### config.mk
export PLATFORM = sky130hd
export DESIGN_NAME = cfs_supervisor
export DESIGN_NICKNAME = d
export VERILOG_FILES = /design/src/cfs_pkg.sv /design/src/cfs_sec_timer.sv /design/src/cfs_supervisor.sv
export SDC_FILE = /design/constraint.sdc
export NUM_CORES = 1
export LEC_CHECK = 0
export ABC_CLOCK_PERIOD_IN_PS = 7700
export BUFFER_PORTS_ARGS = -buffer_cell sky130_fd_sc_hd__buf_2
export CAP_MARGIN = 5
export CELL_PAD_IN_SITES_DETAIL_PLACEMENT = 1
export CELL_PAD_IN_SITES_GLOBAL_PLACEMENT = 1
export CORE_MARGIN = 10
export CORE_UTILIZATION = 43
export DETAILED_ROUTE_END_ITERATION = 12
export PLACE_DENSITY = 0.91
export SLEW_MARGIN = 10
export SYNTH_ARGS = -nofsm -noshare
export SYNTH_HDL_FRONTEND = slang
export SYNTH_SLANG_ARGS = --single-unit
### constraint.sdc
create_clock -name ref_clk -period 7.7 [get_ports ref_clk]
set_clock_uncertainty 0.2 [all_clocks]
set_input_delay 0.385 -clock ref_clk [delete_from_list [all_inputs] [get_ports ref_clk]]
set_output_delay 0.385 -clock ref_clk [all_outputs]
set_load 0.01 [all_outputs]
### src/cfs_pkg.sv
`default_nettype none
// ==========================================================
// Overview of operation
// - detect three failure kinds: SCADA link, battery link, internal link.
// - separate SCADA and battery tolerance times; internal uses the shorter.
// - standard mode: enter fallback only after the applicable tolerance fully expires.
// - detection status reads Ok, Fallback or Error.
// - per-path enables; a healthy path keeps supplying its setpoints.
// - Error after the fallback duration; zero duration means Error at once.
// - standard mode: valid setpoints return clear the error.
// - behaviour Error: Error state, AC disconnect and DC switchgear open.
// - behaviour Standby: Standby state, AC and DC switchgear stay closed.
// - behaviour Predefined: control mode power, DC voltage or last mode.
// - stored substitutes for P, Q, power factor, DC and nominal voltage.
// - behaviour Last setpoint: reuse last value, Standby if none ever came.
// - an enable switches to the enhanced handling.
// - enhanced: after fault time, warning 9348, 30 s status and recheck.
// - still lost after recheck: fallback, then Error with error 6136.
// - enhanced Error leaves only when link is back and clear is written.
// - recovered within recheck: watch 60 minutes, report one-hour status.
// - failure inside the watch: fallback, Error, 6136, manual clear.
// - quiet watch: fault resolved, status inactive, next fault rechecks.
// - frequency power behaviour comes from its own fallback mode setting.
package cfs_pkg;
	// ==========================================================
	// widths and timing
	localparam int TIME_W = 16;
	localparam int VAL_W = 16;
	localparam int NUM_LINKS = 3;
	localparam int CLK_PERIOD_NS = 100;
	localparam int SECOND_NS = 1000000000;
	localparam int TICK_CYCLES = SECOND_NS / CLK_PERIOD_NS;
	localparam int RECHECK_SEC = 30;
	localparam int WATCH_MIN = 60;
	localparam int WATCH_SEC = WATCH_MIN * 60;
	localparam int SPT_SPACING_MS = 50;
	// ==========================================================
	// event codes (9348 and 6136 decimal)
	localparam logic [15:0] WARN_CODE = 16'h2484;
	localparam logic [15:0] ERR_CODE = 16'h17F8;
	localparam logic [15:0] CODE_NONE = 16'h0000;
	localparam logic [VAL_W-1:0] VAL_RST = 16'h0000;
	// ==========================================================
	// types
	typedef enum logic [2:0]
	{
		ST_OK = 3'h0,
		ST_RECHECK = 3'h1,
		ST_WATCH = 3'h3,
		ST_FALLBACK = 3'h2,
		ST_ERROR = 3'h6
	} cfs_state_t;
	typedef enum logic [1:0] {DS_OK = 2'h0, DS_FALLBACK = 2'h1, DS_ERROR = 2'h2} cfs_detect_t;
	typedef enum logic [1:0] {ES_INACTIVE = 2'h0, ES_T30 = 2'h1, ES_T1H = 2'h2, ES_FLB_ERR = 2'h3} cfs_enh_t;
	typedef enum logic [1:0] {FB_ERROR = 2'h0, FB_STANDBY = 2'h1, FB_PREDEF = 2'h2, FB_LAST = 2'h3} cfs_behav_t;
	typedef enum logic [1:0] {CM_POWER = 2'h0, CM_DCVOLT = 2'h1, CM_LAST = 2'h2} cfs_ctl_t;
	typedef enum logic [1:0] {OP_FEED = 2'h0, OP_STANDBY = 2'h1, OP_ERROR = 2'h2} cfs_op_t;
endpackage : cfs_pkg
`default_nettype wire

### src/cfs_sec_timer.sv
`default_nettype none
module cfs_sec_timer #(parameter int W = cfs_pkg::TIME_W)
(
	input wire logic ref_clk,
	input wire logic rst,
	input wire logic tick,
	input wire logic clear,
	input wire logic run,
	output logic [W-1:0] secsReg
);
	import cfs_pkg::*;
	// ==========================================================
	// seconds counter; saturates so a long outage never wraps under a limit
	always_ff @(posedge ref_clk)
	begin
		if (rst || clear)
			secsReg <= '0;
		else if (run && tick && secsReg != '1)
			secsReg <= secsReg + 1'b1;
	end
endmodule : cfs_sec_timer
`default_nettype wire

### src/cfs_supervisor.sv
`default_nettype none
module cfs_supervisor #(parameter int TICK_CYCLES = cfs_pkg::TICK_CYCLES)
(
	input wire logic ref_clk,
	input wire logic rst,
	input wire logic scadaLinkFail,
	input wire logic batteryLinkFail,
	input wire logic internalLinkFail,
	input wire logic scadaSetpointValid,
	input wire logic batterySetpointValid,
	input wire logic [cfs_pkg::VAL_W-1:0] scadaActivePower,
	input wire logic [cfs_pkg::VAL_W-1:0] scadaReactivePower,
	input wire logic [cfs_pkg::VAL_W-1:0] scadaPowerFactor,
	input wire logic [cfs_pkg::VAL_W-1:0] scadaNominalVoltage,
	input wire logic [cfs_pkg::VAL_W-1:0] batteryDcVoltage,
	input wire cfs_pkg::cfs_ctl_t liveControlMode,
	input wire logic [1:0] freqPowerNormalMode,
	input wire logic [1:0] freqPowerFallbackMode,
	input wire logic scadaPathEnable,
	input wire logic batteryPathEnable,
	input wire logic [cfs_pkg::TIME_W-1:0] scadaToleranceTime,
	input wire logic [cfs_pkg::TIME_W-1:0] batteryToleranceTime,
	input wire logic [cfs_pkg::TIME_W-1:0] fallbackDurationLimit,
	input wire cfs_pkg::cfs_behav_t fallbackBehaviourSelect,
	input wire cfs_pkg::cfs_ctl_t fallbackControlMode,
	input wire logic [cfs_pkg::VAL_W-1:0] substituteActivePower,
	input wire logic [cfs_pkg::VAL_W-1:0] substituteReactivePower,
	input wire logic [cfs_pkg::VAL_W-1:0] substitutePowerFactor,
	input wire logic [cfs_pkg::VAL_W-1:0] substituteDcVoltage,
	input wire logic [cfs_pkg::VAL_W-1:0] substituteNominalVoltage,
	input wire logic enhancedHandlingEnable,
	input wire logic [cfs_pkg::TIME_W-1:0] enhancedFaultTime,
	input wire logic [cfs_pkg::TIME_W-1:0] enhancedFallbackTime,
	input wire logic enhancedErrorClear,
	output cfs_pkg::cfs_detect_t detectionStatus,
	output cfs_pkg::cfs_enh_t enhancedStatus,
	output cfs_pkg::cfs_op_t operatingState,
	output logic feedingState,
	output logic acDisconnectOpen,
	output logic dcSwitchgearOpen,
	output logic scadaPathEnableRd,
	output logic batteryPathEnableRd,
	output logic [cfs_pkg::NUM_LINKS-1:0] failureCause,
	output logic [15:0] warningCode,
	output logic [15:0] errorCode,
	output logic [cfs_pkg::VAL_W-1:0] appliedActivePower,
	output logic [cfs_pkg::VAL_W-1:0] appliedReactivePower,
	output logic [cfs_pkg::VAL_W-1:0] appliedPowerFactor,
	output logic [cfs_pkg::VAL_W-1:0] appliedDcVoltage,
	output logic [cfs_pkg::VAL_W-1:0] appliedNominalVoltage,
	output cfs_pkg::cfs_ctl_t appliedControlMode,
	output logic [1:0] freqPowerMode
);
	import cfs_pkg::*;

	// ==========================================================
	// helpers
	function automatic logic timeUp(input logic [TIME_W-1:0] secs, input logic [TIME_W-1:0] lim);
		timeUp = secs > lim; // strictly past, so never early
	endfunction : timeUp

	function automatic cfs_detect_t statusOf(input cfs_state_t st);
		if (st == ST_FALLBACK)
			statusOf = DS_FALLBACK;
		else if (st == ST_ERROR)
			statusOf = DS_ERROR;
		else
			statusOf = DS_OK;
	endfunction : statusOf

	// ==========================================================
	// pin synchronisers
	logic [NUM_LINKS-1:0] failPins;
	logic [NUM_LINKS-1:0] failMeta;
	logic [NUM_LINKS-1:0] failSync;
	assign failPins = {internalLinkFail, batteryLinkFail, scadaLinkFail};

	// fail levels are asynchronous pins; the first stage feeds only the second
	always_ff @(posedge ref_clk)
	begin
		if (rst)
		begin
			failMeta <= '0;
			failSync <= '0;
		end
		else
		begin
			failMeta <= failPins;
			failSync <= failMeta;
		end
	end

	// ==========================================================
	// one-second tick
	logic [31:0] tickCountReg;
	logic secTickReg;

	always_ff @(posedge ref_clk)
	begin
		if (rst || tickCountReg == 32'(TICK_CYCLES - 1))
			tickCountReg <= '0;
		else
			tickCountReg <= tickCountReg + 32'd1;
	end

	always_ff @(posedge ref_clk)
	begin
		if (rst)
			secTickReg <= 1'b0;
		else
			secTickReg <= tickCountReg == 32'(TICK_CYCLES - 1);
	end

	// ==========================================================
	// per-link tolerance timers
	logic [NUM_LINKS-1:0] pathEnable;
	logic [NUM_LINKS-1:0] validStrobe;
	logic [NUM_LINKS-1:0] linkDown;
	logic [NUM_LINKS-1:0] tolExpired;
	logic [NUM_LINKS-1:0] enhExpired;
	logic [TIME_W-1:0] linkSecs [NUM_LINKS];
	logic [TIME_W-1:0] tolLimit [NUM_LINKS];
	logic anyExpired;
	logic enhFaultUp;
	logic commLost;
	logic anyValid;

	// internal link has no enable and no setpoint of its own
	assign pathEnable = {1'b1, batteryPathEnable, scadaPathEnable};
	assign validStrobe = {1'b0, batterySetpointValid, scadaSetpointValid};
	assign linkDown = failSync & pathEnable;
	assign tolLimit[0] = scadaToleranceTime;
	assign tolLimit[1] = batteryToleranceTime;
	assign tolLimit[2] = (scadaToleranceTime < batteryToleranceTime) ?
		scadaToleranceTime : batteryToleranceTime;

	genvar gi;
	generate
		for (gi = 0; gi < NUM_LINKS; gi++)
		begin : g_link
			cfs_sec_timer #(.W(TIME_W)) u_timer
			(
				.ref_clk(ref_clk),
				.rst(rst),
				.tick(secTickReg),
				.clear(!linkDown[gi] || validStrobe[gi]),
				.run(linkDown[gi]),
				.secsReg(linkSecs[gi])
			);
			assign tolExpired[gi] = linkDown[gi] && timeUp(linkSecs[gi], tolLimit[gi]);
			assign enhExpired[gi] = linkDown[gi] && timeUp(linkSecs[gi], enhancedFaultTime);
		end
	endgenerate

	assign anyExpired = |tolExpired;
	assign enhFaultUp = |enhExpired;
	assign commLost = |linkDown;
	assign anyValid = scadaSetpointValid || batterySetpointValid;

	// ==========================================================
	// supervision state machine
	cfs_state_t stateReg;
	cfs_state_t stateNext;
	logic enhPathReg;
	logic enhPathNext;
	logic [TIME_W-1:0] stateSecs;
	logic [TIME_W-1:0] fbLimit;

	// enhanced sequence uses its own fallback time
	assign fbLimit = enhPathReg ? enhancedFallbackTime : fallbackDurationLimit;

	cfs_sec_timer #(.W(TIME_W)) u_state_timer
	(
		.ref_clk(ref_clk),
		.rst(rst),
		.tick(secTickReg),
		.clear(stateNext != stateReg),
		.run(1'b1),
		.secsReg(stateSecs)
	);

	// next state
	always_comb
	begin
		stateNext = stateReg;
		unique case (stateReg)
			ST_OK:
				if (enhancedHandlingEnable && enhFaultUp)
					stateNext = ST_RECHECK;
				else if (!enhancedHandlingEnable && anyExpired)
					stateNext = ST_FALLBACK;
			ST_RECHECK:
				if (!commLost)
					stateNext = ST_WATCH;
				else if (stateSecs >= TIME_W'(RECHECK_SEC))
					stateNext = ST_FALLBACK;
			ST_WATCH:
				if (commLost)
					stateNext = ST_FALLBACK;
				else if (stateSecs >= TIME_W'(WATCH_SEC))
					stateNext = ST_OK;
			ST_FALLBACK:
				if (!enhPathReg && !commLost && anyValid)
					stateNext = ST_OK;
				else if (stateSecs >= fbLimit)
					stateNext = ST_ERROR;
			ST_ERROR:
				if (enhPathReg ? (!commLost && enhancedErrorClear) : (!commLost && anyValid))
					stateNext = ST_OK;
			default:
				stateNext = ST_OK; // three codes are unused
		endcase
	end

	// the enhanced path is remembered until the sequence ends in Ok
	always_comb
	begin
		enhPathNext = enhPathReg;
		if (stateNext == ST_RECHECK)
			enhPathNext = 1'b1;
		else if (stateNext == ST_OK)
			enhPathNext = 1'b0;
	end

	always_ff @(posedge ref_clk)
	begin
		if (rst)
		begin
			stateReg <= ST_OK;
			enhPathReg <= 1'b0;
		end
		else
		begin
			stateReg <= stateNext;
			enhPathReg <= enhPathNext;
		end
	end

	// ==========================================================
	// last valid setpoints per path
	logic haveSetpointReg;
	logic [VAL_W-1:0] lastActiveReg;
	logic [VAL_W-1:0] lastReactiveReg;
	logic [VAL_W-1:0] lastPfReg;
	logic [VAL_W-1:0] lastNominalReg;
	logic [VAL_W-1:0] lastDcReg;
	cfs_ctl_t lastCtlModeReg;

	// each path latches only its own values, so one dead path leaves the other live
	always_ff @(posedge ref_clk)
	begin
		if (rst)
		begin
			haveSetpointReg <= 1'b0;
			lastActiveReg <= VAL_RST;
			lastReactiveReg <= VAL_RST;
			lastPfReg <= VAL_RST;
			lastNominalReg <= VAL_RST;
			lastDcReg <= VAL_RST;
		end
		else
		begin
			if (anyValid)
				haveSetpointReg <= 1'b1;
			if (scadaSetpointValid)
			begin
				lastActiveReg <= scadaActivePower;
				lastReactiveReg <= scadaReactivePower;
				lastPfReg <= scadaPowerFactor;
				lastNominalReg <= scadaNominalVoltage;
			end
			if (batterySetpointValid)
				lastDcReg <= batteryDcVoltage;
		end
	end

	// control mode in use outside Fallback and Error
	always_ff @(posedge ref_clk)
	begin
		if (rst)
			lastCtlModeReg <= CM_POWER;
		else if (stateReg != ST_FALLBACK && stateReg != ST_ERROR)
			lastCtlModeReg <= liveControlMode;
	end

	// ==========================================================
	// fallback behaviour decode
	logic fbNext;
	logic errNext;
	logic useSub;
	logic scadaSideDown;
	logic batSideDown;
	cfs_op_t opNext;
	cfs_ctl_t ctlNext;

	assign fbNext = stateNext == ST_FALLBACK;
	assign errNext = stateNext == ST_ERROR;
	assign useSub = fbNext && fallbackBehaviourSelect == FB_PREDEF;
	// an internal failure spoils both paths
	assign scadaSideDown = linkDown[0] || linkDown[2];
	assign batSideDown = linkDown[1] || linkDown[2];

	always_comb
	begin
		opNext = OP_FEED;
		if (errNext)
			opNext = OP_ERROR;
		else if (fbNext)
		begin
			unique case (fallbackBehaviourSelect)
				FB_ERROR: opNext = OP_ERROR;
				FB_STANDBY: opNext = OP_STANDBY;
				FB_PREDEF: opNext = OP_FEED;
				FB_LAST: opNext = haveSetpointReg ? OP_FEED : OP_STANDBY;
			endcase
		end
	end

	// predefined mode picks a stored target or keeps the last mode
	always_comb
	begin
		ctlNext = liveControlMode;
		if (useSub)
			ctlNext = (fallbackControlMode == CM_LAST) ? lastCtlModeReg : fallbackControlMode;
	end

	// ==========================================================
	// registered outputs
	always_ff @(posedge ref_clk)
	begin
		if (rst)
		begin
			operatingState <= OP_FEED;
			feedingState <= 1'b1;
			acDisconnectOpen <= 1'b0;
			dcSwitchgearOpen <= 1'b0;
		end
		else
		begin
			operatingState <= opNext;
			feedingState <= opNext == OP_FEED;
			acDisconnectOpen <= opNext == OP_ERROR;
			dcSwitchgearOpen <= opNext == OP_ERROR;
		end
	end

	// status words follow the next state so they line up with stateReg
	always_ff @(posedge ref_clk)
	begin
		if (rst)
		begin
			detectionStatus <= DS_OK;
			enhancedStatus <= ES_INACTIVE;
			failureCause <= '0;
			scadaPathEnableRd <= 1'b0;
			batteryPathEnableRd <= 1'b0;
		end
		else
		begin
			detectionStatus <= statusOf(stateNext);
			failureCause <= linkDown;
			scadaPathEnableRd <= scadaPathEnable;
			batteryPathEnableRd <= batteryPathEnable;
			unique case (stateNext)
				ST_RECHECK: enhancedStatus <= ES_T30;
				ST_WATCH: enhancedStatus <= ES_T1H;
				ST_ERROR: enhancedStatus <= enhPathNext ? ES_FLB_ERR : ES_INACTIVE;
				ST_OK: enhancedStatus <= ES_INACTIVE;
				default: enhancedStatus <= enhancedStatus;
			endcase
		end
	end

	// warning stands from the recheck until Ok; error only in enhanced Error
	always_ff @(posedge ref_clk)
	begin
		if (rst)
		begin
			warningCode <= CODE_NONE;
			errorCode <= CODE_NONE;
		end
		else
		begin
			if (stateNext == ST_RECHECK)
				warningCode <= WARN_CODE;
			else if (stateNext == ST_OK)
				warningCode <= CODE_NONE;
			errorCode <= (errNext && enhPathNext) ? ERR_CODE : CODE_NONE;
		end
	end

	// substitutes replace only the values of a failed path
	always_ff @(posedge ref_clk)
	begin
		if (rst)
		begin
			appliedActivePower <= VAL_RST;
			appliedReactivePower <= VAL_RST;
			appliedPowerFactor <= VAL_RST;
			appliedNominalVoltage <= VAL_RST;
			appliedDcVoltage <= VAL_RST;
			appliedControlMode <= CM_POWER;
			freqPowerMode <= 2'h0;
		end
		else
		begin
			appliedActivePower <= (useSub && scadaSideDown) ? substituteActivePower : lastActiveReg;
			appliedReactivePower <= (useSub && scadaSideDown) ? substituteReactivePower : lastReactiveReg;
			appliedPowerFactor <= (useSub && scadaSideDown) ? substitutePowerFactor : lastPfReg;
			appliedNominalVoltage <= (useSub && scadaSideDown) ? substituteNominalVoltage : lastNominalReg;
			appliedDcVoltage <= (useSub && batSideDown) ? substituteDcVoltage : lastDcReg;
			appliedControlMode <= ctlNext;
			freqPowerMode <= (fbNext || errNext) ? freqPowerFallbackMode : freqPowerNormalMode;
		end
	end

	// ==========================================================
	// assertions
	// checked against the raw limits; the internal link need only pass the shorter one
	no_early_fb_a: assert property (@(posedge ref_clk) disable iff (rst)
		(stateReg == ST_OK && stateNext == ST_FALLBACK) |-> !enhancedHandlingEnable
		&& ((failSync[0] && scadaPathEnable && linkSecs[0] > scadaToleranceTime)
		|| (failSync[1] && batteryPathEnable && linkSecs[1] > batteryToleranceTime)
		|| (failSync[2] && (linkSecs[2] > scadaToleranceTime || linkSecs[2] > batteryToleranceTime))))
		else $error("fallback entered before tolerance expired");

	zero_limit_a: assert property (@(posedge ref_clk) disable iff (rst)
		(stateReg == ST_FALLBACK && !enhPathReg && fallbackDurationLimit == '0 && !anyValid)
		|=> stateReg == ST_ERROR && operatingState == OP_ERROR)
		else $error("zero fallback duration did not give Error");

	status_map_a: assert property (@(posedge ref_clk) disable iff (rst)
		detectionStatus == statusOf(stateReg))
		else $error("detection status does not match state");

	err_open_a: assert property (@(posedge ref_clk) disable iff (rst)
		(stateReg == ST_ERROR) |-> acDisconnectOpen && dcSwitchgearOpen && !feedingState)
		else $error("Error state with switchgear closed");

	standby_closed_a: assert property (@(posedge ref_clk) disable iff (rst)
		(operatingState == OP_STANDBY) |-> !acDisconnectOpen && !dcSwitchgearOpen)
		else $error("Standby opened switchgear");

	no_last_spt_a: assert property (@(posedge ref_clk) disable iff (rst)
		(stateNext == ST_FALLBACK && fallbackBehaviourSelect == FB_LAST && !haveSetpointReg)
		|=> operatingState == OP_STANDBY)
		else $error("no last setpoint but not Standby");

	recheck_warn_a: assert property (@(posedge ref_clk) disable iff (rst)
		$rose(stateReg == ST_RECHECK) |-> warningCode == WARN_CODE && enhancedStatus == ES_T30)
		else $error("recheck entered without warning");

	manual_clear_a: assert property (@(posedge ref_clk) disable iff (rst)
		(stateReg == ST_ERROR && enhPathReg && !enhancedErrorClear) |=> stateReg == ST_ERROR)
		else $error("enhanced Error left without clear");

	err_code_a: assert property (@(posedge ref_clk) disable iff (rst)
		(stateReg == ST_ERROR && enhPathReg) |-> errorCode == ERR_CODE ##0 enhancedStatus == ES_FLB_ERR)
		else $error("enhanced Error without error code");

	watch_end_a: assert property (@(posedge ref_clk) disable iff (rst)
		(stateReg == ST_WATCH && !commLost && stateSecs >= TIME_W'(WATCH_SEC))
		|=> stateReg == ST_OK ##1 enhancedStatus == ES_INACTIVE)
		else $error("watch window did not close to inactive");
endmodule : cfs_supervisor
`default_nettype wire

==> impl_metrics.yaml <==
grt:
  grt_pass1_wl_um: 99400
  grt_max_degree: 104
  overflow: 0
  antenna_found_initial: 18
  grtUsageTotal_pct: 30.6
  grt_pass1_vias: 16700
cts:
  htree_num_levels: 2
  cts_buffers: 34
  cts_hold_buffers: 169
  root_buffer: "clkbuf_16"
  post_cts_resized: 0
  clk_latency_ps: 540
  cts.sinks: 289
  clock_path_buffers: 3
  cts_tree: "yes"
  cts_setup_buffers: 0
  clk_pin_slew_ps: 80
worst_setup_path:
  crit_path_frequent_cell: "a21o_1"
  rr_startpoint: "enhPathReg$_SDFF_PP0_"
  cp.required_ps: 7910
  crit_chain: "buf_2, inv_1, ha_1, a21o_1, a21o_1, a21o_1, a21oi_1, o31ai_1, a21oi_2, mux2_2, ha_1, nor2b_1, o211ai_1, a2111oi_0, or4b_1, a41oi_1, and3_4, nor4_2, buf_4, mux2i_1"
  critPathMaxStageDelay_ps: 910
  crit_slowest_cell: "buf_4"
  cp_data_arrival_time_ps: 6220
  critPathMaxFanout: 60
  crit_start: "batteryToleranceTime[1]"
  start_kind: "primary input"
  end_kind: "flop"
  critical_path_class: "in -> reg"
timing:
  hold_viol: 0
  drv_slew: 0
  holdWs_ps: 15.3
  rsz0062_at_grt: "no"
  setup_viol: 0
  slew_headroom_pct: 23.5
  fin_crit_ps: 6010
  setup_tns_ps: 0
  fin_crit_sh_pct: 78.0
  max_freq_ghz: 0.166
  fin_ws_ps: 1690
  worst_pin_slew_ps: 1150
min_path:
  hp-start: "freqPowerFallbackMode[1]"
  hold_class: "in -> reg"
yosys:
  synth_compound_area_share_pct: 6.75
  synth_ff_type: "dfxtp_1"
  avgSynthCellArea_sq_um: 8.87
  yosysWarnings: 0
  synthArstFlopShare_pct: 0
  synthSimpleGateAreaFrac_pct: 20.3
  synth-seq-cells: 289
  yosysSeqAreaShare_pct: 38.7
  yosys.area_share.adder_pct: 11.1
  synth_xor_xnor_area_share_pct: 4.22
  synthCells: 1685
  ys_types: 66
  synth_top_family_by_area: "simple AND/OR/NAND/NOR gates"
  synth.area.mux_share_pct: 13.4
  synth_edf_count: 0
  syn_area_sq_mm: 0.0150
status:
  outcome: "complete, no violations"
power_and_ir_drop:
  max-vdd-ir-drop_mv: 0.172
  leakage_nw: 9.08
  power_density_mw_per_mm2: 184
  power_mw: 3.63
placed_design:
  numPortBuffers: 371
  place.gp.congestion: 0.967
  hpwl_um: 41900
  placed_cell_area_sq_mm: 0.0170
  place_ws_ps: 1430
routing:
  drt_first_iter_violations: 994
  dr_total_vias: 15200
  wl_per_cell_um: 25.5
  dr.pass1.iters: 5
  routed_via_density: 5.64
  drc: 0
  antenna_left: 0
  wirelength_um: 68600
floorplanning:
  die_area_sq_mm: 0.0426
  rows: 68
  chipWidth_um: 206
  pin_count: 391
  start_util_pct: 43.4
  die_h_um: 206
  coreArea_sq_mm: 0.0345
job:
  drv_cap: 0
finish:
  finalInstanceArea_sq_mm: 0.0198
  fillerInstances: 4063
  drive_gt1_share_pct: 20.2
  area_growth_pct: 32.3
  nets: 2583
==> critical path: cells and delay by family <==
family / cells / cell delay (ps)
AOI/OAI and AO/OA: 9 / 2330
buffers and inverters: 3 / 1070
and+or+nand+nor: 4 / 980
muxes: 2 / 920
adders and majority gates: 2 / 460
==> synthesized netlist by cell type (9+ instances only) <==
master,count,area (sq um)
a221oi_1,10,87.6
buf_1,12,45.0
a21oi_1,69,345
nor3_1,18,90.1
nor2_1,203,762
and3_1,18,113
nand2b_1,9,56.3
buf_6,9,101
a21o_1,11,82.6
inv_1,68,255
nand4_1,49,307
nand2_1,231,867
buf_4,31,233
clkbuf_1,42,158
ha_1,133,1660
nor2b_1,16,100
nand3_1,53,265
xnor2_1,27,236
or3_1,16,100
mux2i_1,197,1970
dfxtp_1,289,5790
xor2_1,45,394
o21ai_0,35,175
==> metrics by stage <==
step | instances | utilization, %
after global routing | 2685 | 57.4
after CTS | 2667 | 57.2
after floorplan | 1703 | -
after global placement | 2439 | 49.2
after detailed placement | 2439 | 49.2
final | 2690 | 57.4
==> layer usage <==
metal	up-vias	share of wire [%]	track usage, %
met5	-	0	0
met2	676	51	54.4
met1	7393	35	31.3
met3	303	6.2	6.00
li1	6812	-	-
met4	0	7.8	23.0
==> final timing paths <==
check / slack [ps] / cells past startpoint / end
setup / recovery: 1690 / 20 / appliedReactivePower[7]$_SDFF_PP0_
hold / removal: 20 / 3 / freqPowerMode[1]$_SDFF_PP0_
setup reg to reg: 2730 / 12 / appliedReactivePower[7]$_SDFF_PP0_
hold reg to reg: 240 / 1 / failSync[0]$_SDFF_PP0_
==> cell usage in the layout (no fill, tap or decap), drive strengths merged, types with 9 or more instances in the layout <==
cell type    instances
mux2i              197
clkbuf              48
nor2               203
nor4                10
dlygate4sd3        169
dfxtp              289
nor3                18
xnor2               27
buf                380
o21ai               37
a21o                11
a221oi              10
or3                 16
nand3               53
nand4               49
nor2b               16
inv                 70
diode               23
conb                19
xor2                45
ha                 133
and3                19
a21oi               70
nand2b               9
nand2              232
==> cell families (layout without fill, tap and decap cells) <==
kind of cell,Yosys count,after routing
muxes,200,200
DFF,289,289
and+or+nand+nor,659,659
AOI/OAI and AO/OA,164,164
buffers and inverters,167,676
xor gates and xnor gates,72,72
adders and majority gates,133,133
other,1,42
==> flip-flops by register name, summed over array words and instances, names as in the netlist, 3 cells and up <==
| signal | flops |
|---|---|
| failureCause | 3 |
| lastPfReg | 16 |
| appliedDcVoltage | 16 |
| appliedReactivePower | 16 |
| lastReactiveReg | 16 |
| stateReg | 3 |
| lastNominalReg | 16 |
| g_link.u_timer.secsReg | 48 |
| tickCountReg | 32 |
| appliedNominalVoltage | 16 |
| failMeta | 3 |
| appliedPowerFactor | 16 |
| failSync | 3 |
| lastActiveReg | 16 |
| lastDcReg | 16 |
| u_state_timer.secsReg | 16 |
| appliedActivePower | 16 |
==> final cells by class <==
type	instances	area (sq um)	area share, %
Tap cell	455	569	2.88
Sequential cell	289	5790	29.3
Inverter	68	258	1.30
Timing Repair Buffer	549	3620	18.3
Multi-Input combinational cell	1247	8430	42.6
Antenna cell	23	57.6	0.291
Clock inverter	11	109	0.550
Clock buffer	48	953	4.82
==> power breakdown <==
part           internal (mW)  leakage (nW)  switching (mW)
combinational          0.201          6.20           0.243
sequential              1.54          2.36          0.0323
clock                  0.905         0.520           0.711
total                   2.65          9.08           0.986
Note: power is estimated with default switching activity, not from simulation.
